`src/lfp_pkg.sv`:
```
// Constants, register map and carrier types for the table-driven fan PWM block.
// Assumes a 10 MHz system clock and an 8-bit internal register port.
// Functional notes
// Duty is PWM value over full-duty value for the selected frequency.
// Twelve-entry table pairs a temperature setpoint with a duty value.
// At 22.5 kHz a high-resolution mode gives 255 duty steps; code has HR_DIV of 1, a 255-clock period near 39.2 kHz.
// Without smoothing, duty jumps to the new entry at once.
// With smoothing, duty climbs one LSB per programmed interval.
// Below the lowest setpoint the duty is zero.
// Between two setpoints the lower entry's duty holds.
// Setpoint comparison resolution is selectable, one or half degree.
// In half-degree mode a transition starts half a degree above setpoint.
// Falling temperature compares against setpoints lowered by the hysteresis.
// Critical temperature forces full duty at once, bypassing table and ramp.
// Smoothing interval selects 0.182, 0.091, 0.046 or 0.023 s per step; code gives 0.184, 0.092, 0.046 or 0.023 s.
// One smoothing interval applies to every table transition.
// Tach count counts 90 kHz clock periods against the fan tach input.
// Count spans two tach pulses, one revolution of a two-pulse fan.
// Count is read as low byte at 0x46 and high byte at 0x47.
// Host computes RPM as factor times 5,400,000 over the count.
// Host should program setpoints and duties ascending with index.
// Host sets high-res enable, clears clock select, writes frequency 0x08.
// Critical output asserts while remote temperature exceeds the limit.
// With smoothing, falling duty also steps down one LSB per interval.
package lfp_pkg;
  localparam int CLK_HZ = 10_000_000;
  localparam int TACH_HZ = 90_000;
  localparam int TACH_DIV = (CLK_HZ / TACH_HZ < 1) ? 1 : CLK_HZ / TACH_HZ;
  localparam int PCLK_HI_HZ = 360_000;
  localparam int PCLK_HI_DIV = (CLK_HZ / PCLK_HI_HZ < 1) ? 1 : CLK_HZ / PCLK_HI_HZ;
  localparam int PCLK_LO_HZ = 1_400;
  localparam int HR_PWM_HZ = 22_500;
  localparam int HR_STEPS = 255;
  localparam int HR_DIV = (CLK_HZ / (HR_PWM_HZ * HR_STEPS) < 1) ? 1 :
    CLK_HZ / (HR_PWM_HZ * HR_STEPS);
  localparam int SMOOTH_BASE_US = 23_000;
  localparam int N_LUT = 12;
  localparam int DUTY_W = 8;
  localparam int TEMP_W = 11;
  localparam int DIV_W = 16;
  localparam int SM_W = 22;
  localparam logic [7:0] HR_FULL = 8'hFF;
  localparam logic [7:0] A_ENH_CFG = 8'h45;
  localparam logic [7:0] A_TACH_LO = 8'h46;
  localparam logic [7:0] A_TACH_HI = 8'h47;
  localparam logic [7:0] A_PWM_CFG = 8'h4A;
  localparam logic [7:0] A_PWM_VAL = 8'h4C;
  localparam logic [7:0] A_PWM_FREQ = 8'h4D;
  localparam logic [7:0] A_HYST = 8'h4E;
  localparam logic [7:0] A_SMOOTH = 8'h4F;
  localparam logic [7:0] A_CRIT = 8'h19;
  localparam logic [7:0] A_LUT_BASE = 8'h50;
  localparam logic [7:0] A_LUT_LAST = 8'h67;
  localparam int B_HIRES = 4;
  localparam int B_CLKSEL = 3;
  localparam int B_SM_EN = 5;
  localparam int B_HALF = 0;
  localparam logic [4:0] RST_FREQ = 5'h08;
  localparam logic [7:0] RST_HYST = 8'h04;
  localparam logic [7:0] RST_CRIT = 8'h55;
  localparam logic [7:0] RST_LUT_T = 8'hFF;
  localparam logic [7:0] RST_LUT_D = 8'h00;

  typedef struct packed {
    logic hires;
    logic clk_sel;
    logic [4:0] freq;
  } lfp_pwm_cfg_s;

  typedef enum logic [1:0] {
    RAMP_HOLD = 2'b00,
    RAMP_UP = 2'b01,
    RAMP_DOWN = 2'b11
  } lfp_ramp_e;

  // Frequency code 0 behaves as code 1
  function automatic logic [7:0] full_duty(input lfp_pwm_cfg_s cfg);
    if (cfg.hires) begin
      full_duty = HR_FULL;
    end else if (cfg.freq == 5'h00) begin
      full_duty = 8'h02;
    end else begin
      full_duty = {2'b00, cfg.freq, 1'b0};
    end
  endfunction : full_duty
endpackage : lfp_pkg

```
`src/lfp_pwm_gen.sv`:
```
// PWM counter and open-drain fan drive.
// Assumes duty and configuration are stable flip-flop outputs of the controller.
`timescale 1ns/1ns
`default_nettype none
module lfp_pwm_gen #(
  parameter int LO_DIV = 7142
) (
  // Clock and reset
  input wire logic clk_i,
  input wire logic rst_n_i,
  // Control
  input wire lfp_pkg::lfp_pwm_cfg_s cfg_i,
  input wire logic [lfp_pkg::DUTY_W-1:0] duty_i,
  // Fan pin
  output logic pwm_o,
  output logic pwm_pin_o,
  output logic pwm_pin_oe_o
);
  import lfp_pkg::*;

  logic [DIV_W-1:0] div_cnt;
  logic [7:0] per_cnt;
  wire [DIV_W-1:0] div_end = cfg_i.hires ? DIV_W'(HR_DIV - 1) :
    cfg_i.clk_sel ? DIV_W'(LO_DIV - 1) : DIV_W'(PCLK_HI_DIV - 1);
  wire tick = (div_cnt >= div_end);
  wire [7:0] full = full_duty(cfg_i);
  wire per_end = (per_cnt >= full - 8'h01);

  always_ff @(posedge clk_i or negedge rst_n_i) begin
    if (!rst_n_i) begin
      div_cnt <= '0;
    end else begin
      div_cnt <= tick ? '0 : div_cnt + 1'b1;
    end
  end

  always_ff @(posedge clk_i or negedge rst_n_i) begin
    if (!rst_n_i) begin
      per_cnt <= '0;
      pwm_o <= 1'b0;
    end else if (tick) begin
      per_cnt <= per_end ? 8'h00 : per_cnt + 8'h01;
      pwm_o <= (per_cnt < duty_i);
    end
  end

  // Open drain: pull low while off, released while on
  assign pwm_pin_o = 1'b0;
  assign pwm_pin_oe_o = ~pwm_o;
endmodule : lfp_pwm_gen
`default_nettype wire

```
`src/lfp_tach_count.sv`:
```
// Fan tach period counter on the 90 kHz enable.
// Assumes tach_i is a clean level from the fan, synchronised here.
`timescale 1ns/1ns
`default_nettype none
module lfp_tach_count #(
  parameter int DIV = 111
) (
  // Clock and reset
  input wire logic clk_i,
  input wire logic rst_n_i,
  // Fan tach
  input wire logic tach_i,
  // Result
  output logic [15:0] count_o
);
  import lfp_pkg::*;

  logic s1, s2, s3;
  logic [DIV_W-1:0] div_cnt;
  logic [15:0] run;
  logic second;
  wire tick = (div_cnt >= DIV_W'(DIV - 1));
  wire rise = s2 & ~s3;

  always_ff @(posedge clk_i or negedge rst_n_i) begin
    if (!rst_n_i) begin
      // Idle tach level is high, so no false edge after reset
      s1 <= 1'b1;
      s2 <= 1'b1;
      s3 <= 1'b1;
      div_cnt <= '0;
    end else begin
      s1 <= tach_i;
      s2 <= s1;
      s3 <= s2;
      div_cnt <= tick ? '0 : div_cnt + 1'b1;
    end
  end

  // Saturate the running count; count_o loads only on every second tach rise, so a stalled fan keeps its last reading
  always_ff @(posedge clk_i or negedge rst_n_i) begin
    if (!rst_n_i) begin
      run <= '0;
      second <= 1'b0;
      count_o <= 16'hFFFF;
    end else if (rise) begin
      second <= ~second;
      if (second) begin
        count_o <= run;
        run <= '0;
      end
    end else if (tick && run != 16'hFFFF) begin
      run <= run + 16'h0001;
    end
  end
endmodule : lfp_tach_count
`default_nettype wire

```
`src/lfp_fan_ctrl.sv`:
```
// Table-driven fan controller: registers, table lookup, ramp, critical force.
// Assumes an internal register port from the serial interface engine and a
// remote temperature in 1/8 degree steps from the conversion logic.
`timescale 1ns/1ns
`default_nettype none
module lfp_fan_ctrl #(
  parameter int PWM_LO_DIV = lfp_pkg::CLK_HZ / lfp_pkg::PCLK_LO_HZ,
  parameter int SMOOTH_BASE_CYC = lfp_pkg::SMOOTH_BASE_US * (lfp_pkg::CLK_HZ / 1_000_000),
  parameter int N_ENTRIES = lfp_pkg::N_LUT
) (
  // Clock and reset
  input wire logic clk_i,
  input wire logic rst_n_i,
  // Register port
  input wire logic [7:0] reg_addr_i,
  input wire logic reg_wr_i,
  input wire logic [7:0] reg_wdata_i,
  input wire logic reg_rd_i,
  output logic [7:0] reg_rdata_o,
  // Temperature
  input wire logic [lfp_pkg::TEMP_W-1:0] remote_temp_i,
  // Fan pins
  input wire logic tach_i,
  output logic pwm_o,
  output logic pwm_pin_o,
  output logic pwm_pin_oe_o,
  // Critical temperature pin
  output logic critical_temp_output_o,
  output logic crit_pin_o,
  output logic crit_pin_oe_o
);
  import lfp_pkg::*;

  // Compare in half-degree units, threshold lowered by hyst
  function automatic logic above(input logic [8:0] t, input logic [7:0] sp,
                                 input logic [7:0] hyst, input logic half);
    logic [9:0] thr;
    logic [9:0] lim;
    thr = {2'b00, sp} - {2'b00, hyst};
    lim = {thr[8:0], 1'b0} + (half ? 10'h001 : 10'h002);
    above = thr[9] | ({1'b0, t} >= lim);
  endfunction : above

  lfp_pwm_cfg_s cfg;
  logic [7:0] hyst;
  logic [7:0] crit_lim;
  logic smooth_en;
  logic half_res;
  logic [1:0] sm_sel;
  logic [7:0] lut_t [N_ENTRIES];
  logic [7:0] lut_d [N_ENTRIES];
  logic [3:0] idx;
  logic [7:0] cur;
  logic [7:0] out_duty;
  logic crit;
  logic [SM_W-1:0] sm_cnt;
  lfp_ramp_e state;
  lfp_ramp_e next_state;
  logic [3:0] up_cnt;
  logic [3:0] hold_cnt;
  logic [3:0] next_idx;
  logic [7:0] next_cur;
  logic [7:0] next_rdata;
  logic [15:0] tach_cnt;

  // Register decode
  wire [7:0] lut_off = reg_addr_i - A_LUT_BASE;
  wire lut_hit = (reg_addr_i >= A_LUT_BASE) && (reg_addr_i <= A_LUT_LAST);
  wire [3:0] lut_idx = lut_off[4:1];
  wire [8:0] t_half = remote_temp_i[TEMP_W-1:2];
  wire [7:0] t_int = remote_temp_i[TEMP_W-1:3];
  wire [7:0] full = full_duty(cfg);
  wire [SM_W-1:0] sm_end = (SM_W'(SMOOTH_BASE_CYC) << (2'd3 - sm_sel)) - SM_W'(1);
  wire sm_step = (sm_cnt >= sm_end);
  wire [7:0] target = (idx == 4'h0) ? 8'h00 : lut_d[idx - 4'h1];

  always_ff @(posedge clk_i or negedge rst_n_i) begin
    if (!rst_n_i) begin
      cfg <= '{hires: 1'b0, clk_sel: 1'b0, freq: RST_FREQ};
      hyst <= RST_HYST;
      crit_lim <= RST_CRIT;
      smooth_en <= 1'b0;
      half_res <= 1'b0;
      sm_sel <= 2'b00;
    end else if (reg_wr_i) begin
      case (reg_addr_i)
        A_ENH_CFG: cfg.hires <= reg_wdata_i[B_HIRES];
        A_PWM_CFG: cfg.clk_sel <= reg_wdata_i[B_CLKSEL];
        A_PWM_FREQ: cfg.freq <= reg_wdata_i[4:0];
        A_HYST: hyst <= reg_wdata_i;
        A_CRIT: crit_lim <= reg_wdata_i;
        A_SMOOTH: begin
          smooth_en <= reg_wdata_i[B_SM_EN];
          sm_sel <= reg_wdata_i[2:1];
          half_res <= reg_wdata_i[B_HALF];
        end
        default: begin
        end
      endcase
    end
  end

  // Table storage, even offsets setpoint, odd offsets duty
  always_ff @(posedge clk_i or negedge rst_n_i) begin
    if (!rst_n_i) begin
      for (int i = 0; i < N_ENTRIES; i++) begin
        lut_t[i] <= RST_LUT_T;
        lut_d[i] <= RST_LUT_D;
      end
    end else if (reg_wr_i && lut_hit) begin
      if (lut_off[0]) begin
        lut_d[lut_idx] <= reg_wdata_i;
      end else begin
        lut_t[lut_idx] <= reg_wdata_i;
      end
    end
  end

  // Ascending setpoints make a count equal to the active index
  always_comb begin
    up_cnt = 4'h0;
    hold_cnt = 4'h0;
    for (int i = 0; i < N_ENTRIES; i++) begin
      up_cnt = up_cnt + 4'(above(t_half, lut_t[i], 8'h00, half_res));
      hold_cnt = hold_cnt + 4'(above(t_half, lut_t[i], hyst, half_res));
    end
  end

  always_comb begin
    if (up_cnt > idx) begin
      next_idx = up_cnt;
    end else if (hold_cnt < idx) begin
      next_idx = hold_cnt;
    end else begin
      next_idx = idx;
    end
  end

  // Ramp direction
  always_comb begin
    if (!smooth_en || cur == target) begin
      next_state = RAMP_HOLD;
    end else if (cur < target) begin
      next_state = RAMP_UP;
    end else begin
      next_state = RAMP_DOWN;
    end
  end

  always_comb begin
    case (state)
      RAMP_UP: next_cur = sm_step ? cur + 8'h01 : cur;
      RAMP_DOWN: next_cur = sm_step ? cur - 8'h01 : cur;
      RAMP_HOLD: next_cur = smooth_en ? cur : target;
      default: next_cur = target;
    endcase
  end

  always_ff @(posedge clk_i or negedge rst_n_i) begin
    if (!rst_n_i) begin
      idx <= 4'h0;
      cur <= 8'h00;
      state <= RAMP_HOLD;
      sm_cnt <= '0;
      crit <= 1'b0;
      out_duty <= 8'h00;
    end else begin
      idx <= next_idx;
      state <= next_state;
      cur <= next_cur;
      sm_cnt <= sm_step ? '0 : sm_cnt + 1'b1;
      crit <= (t_int > crit_lim);
      // Ramp keeps tracking underneath so release resumes from the value the ramp has reached
      out_duty <= crit ? full : next_cur;
    end
  end

  // Read path, unmapped addresses read as zero
  always_comb begin
    next_rdata = 8'h00;
    if (lut_hit) begin
      next_rdata = lut_off[0] ? lut_d[lut_idx] : lut_t[lut_idx];
    end else begin
      case (reg_addr_i)
        A_TACH_LO: next_rdata = tach_cnt[7:0];
        A_TACH_HI: next_rdata = tach_cnt[15:8];
        A_ENH_CFG: next_rdata = 8'(cfg.hires) << B_HIRES;
        A_PWM_CFG: next_rdata = 8'(cfg.clk_sel) << B_CLKSEL;
        A_PWM_VAL: next_rdata = out_duty;
        A_PWM_FREQ: next_rdata = {3'b000, cfg.freq};
        A_HYST: next_rdata = hyst;
        A_CRIT: next_rdata = crit_lim;
        A_SMOOTH: next_rdata = {2'b00, smooth_en, 2'b00, sm_sel, half_res};
        default: next_rdata = 8'h00;
      endcase
    end
  end

  always_ff @(posedge clk_i or negedge rst_n_i) begin
    if (!rst_n_i) begin
      reg_rdata_o <= 8'h00;
    end else if (reg_rd_i) begin
      reg_rdata_o <= next_rdata;
    end
  end

  // Critical pin is open drain, active low
  assign critical_temp_output_o = crit;
  assign crit_pin_o = 1'b0;
  assign crit_pin_oe_o = crit;

  lfp_pwm_gen #(
    .LO_DIV(PWM_LO_DIV)
  ) u_pwm (
    .clk_i(clk_i),
    .rst_n_i(rst_n_i),
    .cfg_i(cfg),
    .duty_i(out_duty),
    .pwm_o(pwm_o),
    .pwm_pin_o(pwm_pin_o),
    .pwm_pin_oe_o(pwm_pin_oe_o)
  );

  lfp_tach_count #(
    .DIV(TACH_DIV)
  ) u_tach (
    .clk_i(clk_i),
    .rst_n_i(rst_n_i),
    .tach_i(tach_i),
    .count_o(tach_cnt)
  );
endmodule : lfp_fan_ctrl
`default_nettype wire

```
`config.mk`:
```
export PLATFORM = sky130hd
export DESIGN_NAME = lfp_fan_ctrl
export DESIGN_NICKNAME = d
export VERILOG_FILES = /design/src/lfp_pkg.sv /design/src/lfp_pwm_gen.sv /design/src/lfp_tach_count.sv /design/src/lfp_fan_ctrl.sv
export SDC_FILE = /design/constraint.sdc
export NUM_CORES = 1
export LEC_CHECK = 0
export BUFFER_PORTS_ARGS = -buffer_cell sky130_fd_sc_hd__buf_2
export CAP_MARGIN = 20
export CORE_MARGIN = 2
export CORE_UTILIZATION = 39
export DETAILED_ROUTE_END_ITERATION = 10
export GPL_ROUTABILITY_DRIVEN = 1
export HOLD_SLACK_MARGIN = 0.1
export RECOVER_POWER = 25
export SYNTH_ARGS = -nofsm -noshare
export SYNTH_HDL_FRONTEND = slang
export SYNTH_HIERARCHICAL = 1
export SYNTH_SLANG_ARGS = --single-unit
```
`constraint.sdc`:
```
create_clock -name clk_i -period 7.8 [get_ports clk_i]
set_input_delay 0.39 -clock clk_i [delete_from_list [all_inputs] [get_ports clk_i]]
set_output_delay 0.39 -clock clk_i [all_outputs]
set_load 0.01 [all_outputs]
```
==> results of run 1 <==
## cell type report
type / count / share of cell area, %
clock inverter: 11 / 0.473
multi-input combinational: 2370 / 61.0
clock buffer: 62 / 3.52
sequential: 349 / 26.4
timing repair buffer: 124 / 2.74
tap: 1040 / 3.87
antenna: 1 / 0.00744
inverter: 176 / 1.98
## power breakdown
part	internal (mW)	switching (mW)	total [mW]	leakage, nW
clock network	1.12	0.817	1.94	0.654
registers	2.01	0.200	2.21	4.32
logic	2.02	2.14	4.16	9.90
total	5.15	3.16	8.31	14.9
## worst register-to-register path, delay by kind of cell (launching register included)
family	cells	cell delay [ps]
adder cells (fa/ha/maj)	9	3550
AND/OR/NAND/NOR	3	580
AO/OA/AOI/OAI	8	1260
flip-flops	1	550
buffers and inverters	8	900
XOR/XNOR	2	330
multiplexers	1	270
## what timing repair did
action / CTS / global route
hold buffers: 2 / 0
setup endpoints to repair: 0 / 4
endpoints found under the hold margin: 83 / 0
gates resized for setup: 0 / 28
setup buffers: 0 / 5
## registers in the layout (all words and copies together), names as in the netlist, 2 cells and up
register and count:
sm_cnt 22, sm_sel 2, u_tach/run 16, lut_d 96
crit_lim 8, u_tach/div_cnt 16, cfg 7, lut_t 96
u_pwm/div_cnt 16, state 2, cur 8, u_tach/count_o 16
u_pwm/per_cnt 8, reg_rdata_o 8, hyst 8, idx 4
out_duty 8
## placed cells by master, fill, tap and decap left out, types with 66 or more instances in the layout
cell type	Yosys	routed
a21o_1	66	66
a21oi_1	110	102
buf_4	7	71
dfrtp_1	228	227
dfstp_2	121	121
ha_1	430	428
inv_1	176	174
mux2_2	200	200
mux4_2	76	76
nand2_1	133	134
nand3_1	105	105
nor2_1	173	172
o21ai_0	116	113
xnor2_1	101	100
xor2_1	134	132
## cells by family after synthesis
logic type,Yosys count,synth area share [%]
simple gates,755,12.8
compound gates,578,13.0
fa+ha+maj,456,19.5
flops,349,29.3
mux,329,14.9
buf+inv,272,3.62
xor+xnor,236,6.84
other cells,4,0.0495
## worst max path at each step
| stage | from | end | slack (ps) | cells after the start |
|---|---|---|---|---|
| after floorplan | hyst[1] | idx[2] | 100 | 27 |
| after global placement | hyst[2] | idx[3] | 110 | 29 |
| after detailed placement | hyst[2] | idx[3] | 110 | 28 |
| after CTS | hyst[2] | idx[3] | 120 | 28 |
| after global routing | hyst[2] | idx[3] | -2 | 31 |
| final | hyst[2] | idx[3] | 270 | 31 |
## cells in the mapped netlist (41+ instances only)
master,count,share of area (%)
and3_1,58,1.2
nor3_1,64,1.1
clkbuf_1,52,0.64
inv_1,176,2.2
nor2_1,173,2.1
nand2_1,133,1.6
mux2_2,200,7.4
o21ai_0,116,1.9
xnor2_1,101,2.9
dfrtp_1,228,19
o21a_1,49,1.2
a21o_1,66,1.6
dfstp_2,121,10
a21oi_1,110,1.8
mux4_2,76,5.6
ha_1,430,18
nand3_1,105,1.7
xor2_1,134,3.9
nand4_1,41,0.85
## routing by layer
layer	GRT usage, %	vias up
li1	-	11200
met1	30.5	11400
met2	34.6	515
met3	2.68	133
met4	6.17	2
met5	0	-
## through the flow
step | setup WS, ps | instance area [um2] | utilization [%] | power [mW]
after floorplan | 99.6 | 30400 | - | 4.98
after global placement | 109 | 32100 | 41.5 | 6.15
after detailed placement | 113 | 32100 | 41.5 | 6.19
after CTS | 119 | 33400 | 43.3 | 8.16
after global routing | -1.59 | 33600 | 43.5 | 8.94
final | 268 | 33600 | 43.5 | 8.31
==> impl_metrics.yaml, run 1 <==
critical_path:
  r2r_start: "hyst[2]"
  r2r-end: "idx[3]"
  reg2regPathDepth: 31
  r2r_setup_slack_ps: 270
  critical_path_class: "reg -> reg"
  critPathCaptureType: "flip-flop"
  cp_slowest_cell: "dfstp_2"
  arrival_ps: 8010
  slowest_delay_ps: 550
  cp_common_cell: "fa_1"
  crit_path_max_fanout: 6
  path_buf_inv: 8
  cp.required_ps: 8280
  cpLargestDelayFamily: "adder cells"
  start_kind: "flip-flop"
place:
  io_buffers: 41
  dp_hpwl_mm: 60.5
  dp.cells: 4050
  gp_congestion: 0.878
global_routing:
  grt_pass1_vias: 22600
  grt_pass1_wl_mm: 134
  track_usage_pct: 21.6
  grt_antenna_before_repair: 1
  grt_max_degree: 101
  gr-total-overflow: 0
routing:
  route.met2.wl_mm: 38.6
  drtIter0Drc: 1677
  drtPass1Iterations: 5
  ant_nets: 0
  highest_layer: "met5"
  met3_length_mm: 4.05
  met1_length_mm: 40.3
  drc: 0
  vias: 23300
  via_per_inst: 5.63
  postRouteWirelength_mm: 85.3
  wl_per_cell_um: 20.6
timing:
  holdWs_ps: 250
  drv_slew: 101
  fmax_mhz: 133
  min_period_ps: 7530
  setup_violations: 0
  setup-tns-final_ps: 0
  max-slew-margin-rel_pct: -271
  fin_skew_ps: 37.0
  hold_viol_final: 0
  worst_slew_pin_slew_ps: 5560
  finalCritPeriodShare_pct: 96.6
floorplan:
  initial_core_util_pct: 39.3
  core_mm2: 0.0772
  die_h_um: 283
  fp.dieW_um: 283
  ios: 46
  die-area_mm2: 0.0800
  rows: 102
layout:
  drive_gt1_share_pct: 20.4
  final_cells: 4133
  regArea_mm2: 0.00889
  final_nets: 3549
  nFillCells: 7342
  area_growth_pct: 10.9
  multi_input_area_mm2: 0.0205
clock_tree:
  cts_tree: "built"
  cts_max_level: 2
  cts_max_path_buffers: 3
  cts.sinks: 349
  numCtsBuffers: 40
  worstSkewPairLatency_ps: 600
  cts.clk_slew.worst_paths_ps: 60
  clock-root-buffer: "clkbuf_16"
yosys:
  synth-seq-cells: 349
  synthesis.area_mm2: 0.0303
  yosys_warnings: 6
  ys_dominant_reg_cell: "dfrtp_1"
  avgSynthCellArea_um2: 10.2
  synth_enable_flop_cells: 0
  yosysSeqAreaShare_pct: 29.3
  syn-instance-count: 2979
  synth_cell_types: 92
  synth-async-reset-ratio_pct: 100
worst_hold_path:
  hold_start: "reg_rd_i"
  hp-class: "in -> reg"
  worstHoldPathCells: 3
  min_to: "reg_rdata_o[6]"
power_and_ir_drop:
  p_leak_nw: 14.9
  peakVddDrop_uv: 590
  powerDensity_mw_per_mm2: 247
run_status:
  status: "complete, but fails checks"
  violations: "max-capacitance violations, max-slew violations"
flow_run:
  maxCapViolations: 1
No activity file was read; power rests on OpenSTA's default activity.
==> run 2, diff against run 1 <==
SYNTH_HIERARCHICAL = unset   (was 1)
==> run 2 against run 1 <==
The run still ends with max-capacitance violations, max-slew violations left. Register-to-register slack lost 30 ps. Utilization up 0.74 points. Wire length increased by 0.72%. Via count grew 1.0%. Largest cell class unchanged. Worst setup slack got worse by 26 ps. Global-route usage rose by 0.10 points. Critical endpoint is now idx[1]. Fmax shrank 0.34%. Highest routed layer unchanged. Non-clock buffer count is 26 higher. Combinational power barely moved. Die area is 0.46% lower.
==> impl_metrics.yaml, run 2 <==
run_status:
  status: "complete, but fails checks"
  violations: "max-capacitance violations, max-slew violations"
yosys:
  yosysMostFrequentCell: "ha_1"
  yosys_warnings: 0
  ys_dominant_reg_cell: "dfrtp_1"
  synth_cell_types: 87
  synth_enable_flop_cells: 0
  synth_top_area_share_pct: 18.9
  avgSynthCellArea_um2: 10.1
  yosysTopAreaCell: "dfrtp_1"
  synth-seq-cells: 349
  synth-async-reset-ratio_pct: 100
  yosysSeqAreaShare_pct: 29.5
  ys_top_cells_by_area: "dfrtp_1 19%, ha_1 18%, dfstp_2 11%, mux2_2 8.3%, mux4_2 5.4%"
  yosys-top-cells-count: "430 x ha_1, 228 x dfrtp_1, 222 x mux2_2"
  syn-instance-count: 2996
  synthesis.area_mm2: 0.0302
routing:
  via_per_inst: 5.62
  drtPass1Iterations: 7
  drc: 0
  wl_per_cell_um: 20.6
  drtIter0Drc: 1372
  vias: 23500
  ant_nets: 0
  postRouteWirelength_mm: 86.0
global_routing:
  grt_max_degree: 149
  grt_antenna_before_repair: 7
  use_met1_pct: 30.1
  track_usage_pct: 21.7
  grt_pass1_wl_mm: 134
  grtUsageMet3_pct: 4.33
  grt_pass1_vias: 22800
  gr-total-overflow: 0
  grt_util_met2_pct: 34.4
  top_usage_layer: "met2"
floorplan:
  rows: 101
  die-area_mm2: 0.0796
  ios: 46
  core_mm2: 0.0762
  fp.dieW_um: 282
  initial_core_util_pct: 39.6
  die_h_um: 282
layout:
  post-route-util_pct: 44.3
  area_growth_pct: 11.8
  layout_commonest_cell: "ha_1"
  drive_gt1_share_pct: 22.2
  final_nets: 3606
  reg_top3: "lut_d: 96 flops, lut_t: 96 flops, sm_cnt: 22 flops"
  final_cell_mix: "428 x ha_1, 227 x dfrtp_1, 222 x mux2_2, 213 x nor2_1, 178 x inv_1"
power_and_ir_drop:
  peakVddDrop_uv: 473
  powerDensity_mw_per_mm2: 249
  p_leak_nw: 15.1
  finalPower_mw: 8.39
clock_tree:
  cts_max_path_buffers: 3
  numCtsBuffers: 42
  worstSkewPairLatency_ps: 590
  cts_max_level: 2
  clock-root-buffer: "clkbuf_16"
  cts_tree: "built"
  cts.sinks: 349
  cts.clk_slew.worst_paths_ps: 60
timing:
  finalCritPeriodShare_pct: 96.9
  setup_violations: 0
  hold_viol_final: 0
  fin_skew_ps: 14.8
  min_period_ps: 7560
  max-slew-margin-rel_pct: -155
  fmax_mhz: 132
  worst_slew_pin_slew_ps: 3830
  drv_slew: 218
worst_hold_path:
  hp-class: "in -> reg"
  hold_start: "reg_rd_i"
  min_to: "reg_rdata_o[6]"
  worstHoldPathCells: 3
critical_path:
  start_kind: "flip-flop"
  crit_path_max_fanout: 6
  r2r-end: "idx[1]"
  r2r_start: "hyst[1]"
  cp_common_cell: "fa_1"
  reg2regPathDepth: 30
  cp.required_ps: 8260
  critical_path_class: "reg -> reg"
  slowest_delay_ps: 540
  r2r_setup_slack_ps: 240
  critPathCaptureType: "flip-flop"
  arrival_ps: 8010
  cp_slowest_cell: "fa_1"
flow_run:
  maxCapViolations: 2
place:
  io_buffers: 41
  gp_congestion: 0.876
  dp_hpwl_mm: 60.7
## run 2: cell types whose count changed in the layout (fill, tap and decap cells not counted), sizes merged, moves of 10 or more
cell,before,now
o211ai,15,27
nand2,135,171
a21oi,111,95
nor2,176,237
a41oi,12,2
o31a,22,7
buf,109,135
o21a,49,25
o21ai,126,99
## run 2: critical path: cells and delay by family (launching register included)
family	cells	cell delay [ps]
flops	1	390
simple gates	2	480
buf+inv	7	1030
compound gates	10	1710
xor+xnor	1	170
mux	1	180
fa+ha+maj	9	3460
## run 2: final cells by class
cell class,instances,area (um2)
Multi-Input combinational cell,2395,20400
Fill cell,7281,42500
Clock inverter,10,170
Antenna cell,1,2.50
Sequential cell,349,8890
Timing Repair Buffer,150,1110
Clock buffer,66,1230
Inverter,180,679
Tap cell,1030,1290
## run 2: what timing repair did
| item | in CTS | in global routing |
|---|---|---|
| endpoints found under the setup margin | 0 | 4 |
| hold endpoints to repair | 43 | 0 |
| hold buffers | 2 | 0 |
| gates resized for setup | 0 | 40 |
| buffers inserted | 0 | 14 |
## run 2: kinds of logic after synthesis
logic type / Yosys count / share of synthesized area [%]
buffers and inverters: 266 / 3.61
flip-flops: 349 / 29.5
AO/OA/AOI/OAI: 542 / 12.4
adder cells (fa/ha/maj): 456 / 19.6
AND/OR/NAND/NOR: 823 / 13.5
XOR/XNOR: 237 / 6.88
multiplexers: 321 / 14.6
other: 2 / 0.0249
## run 2: metal layers
metal / part of all wire [%] / up-vias
met5: 0.080 / -
met4: 2.4 / 12
met3: 6.2 / 129
met2: 45 / 504
met1: 46 / 11600
li1: - / 11300
## run 2: stage by stage
stage / std cells / setup WS (ps) / area, um2 / hold WS, ps / setup TNS, ps
2_1_floorplan: 3010 / 212 / 30200 / 94.4 / 0
3_3_place_gp: 4086 / 59.1 / 32100 / 354 / 0
3_5_place_dp: 4086 / 25.5 / 32100 / 358 / 0
4_1_cts: 4164 / 0.321 / 33500 / 177 / 0
5_1_grt: 4181 / -47.5 / 33700 / 237 / -94.9
6_report: 4181 / 242 / 33700 / 217 / 0
## run 2: worst max path at each step
stage	depth (start not counted)	endpoint	start
floorplan	27	idx[2]	hyst[1]
global placement	31	idx[0]	hyst[0]
detailed placement	31	idx[1]	hyst[0]
CTS	31	idx[1]	hyst[0]
global route	31	idx[0]	hyst[1]
finish	30	idx[1]	hyst[1]
## run 2: where the power goes
| part | total (mW) | internal, mW | switching, mW | leakage, nW |
|---|---|---|---|---|
| sequential | 2.23 | 2.01 | 0.221 | 4.29 |
| combinational | 4.14 | 1.98 | 2.16 | 10.1 |
| clock | 2.02 | 1.19 | 0.829 | 0.684 |
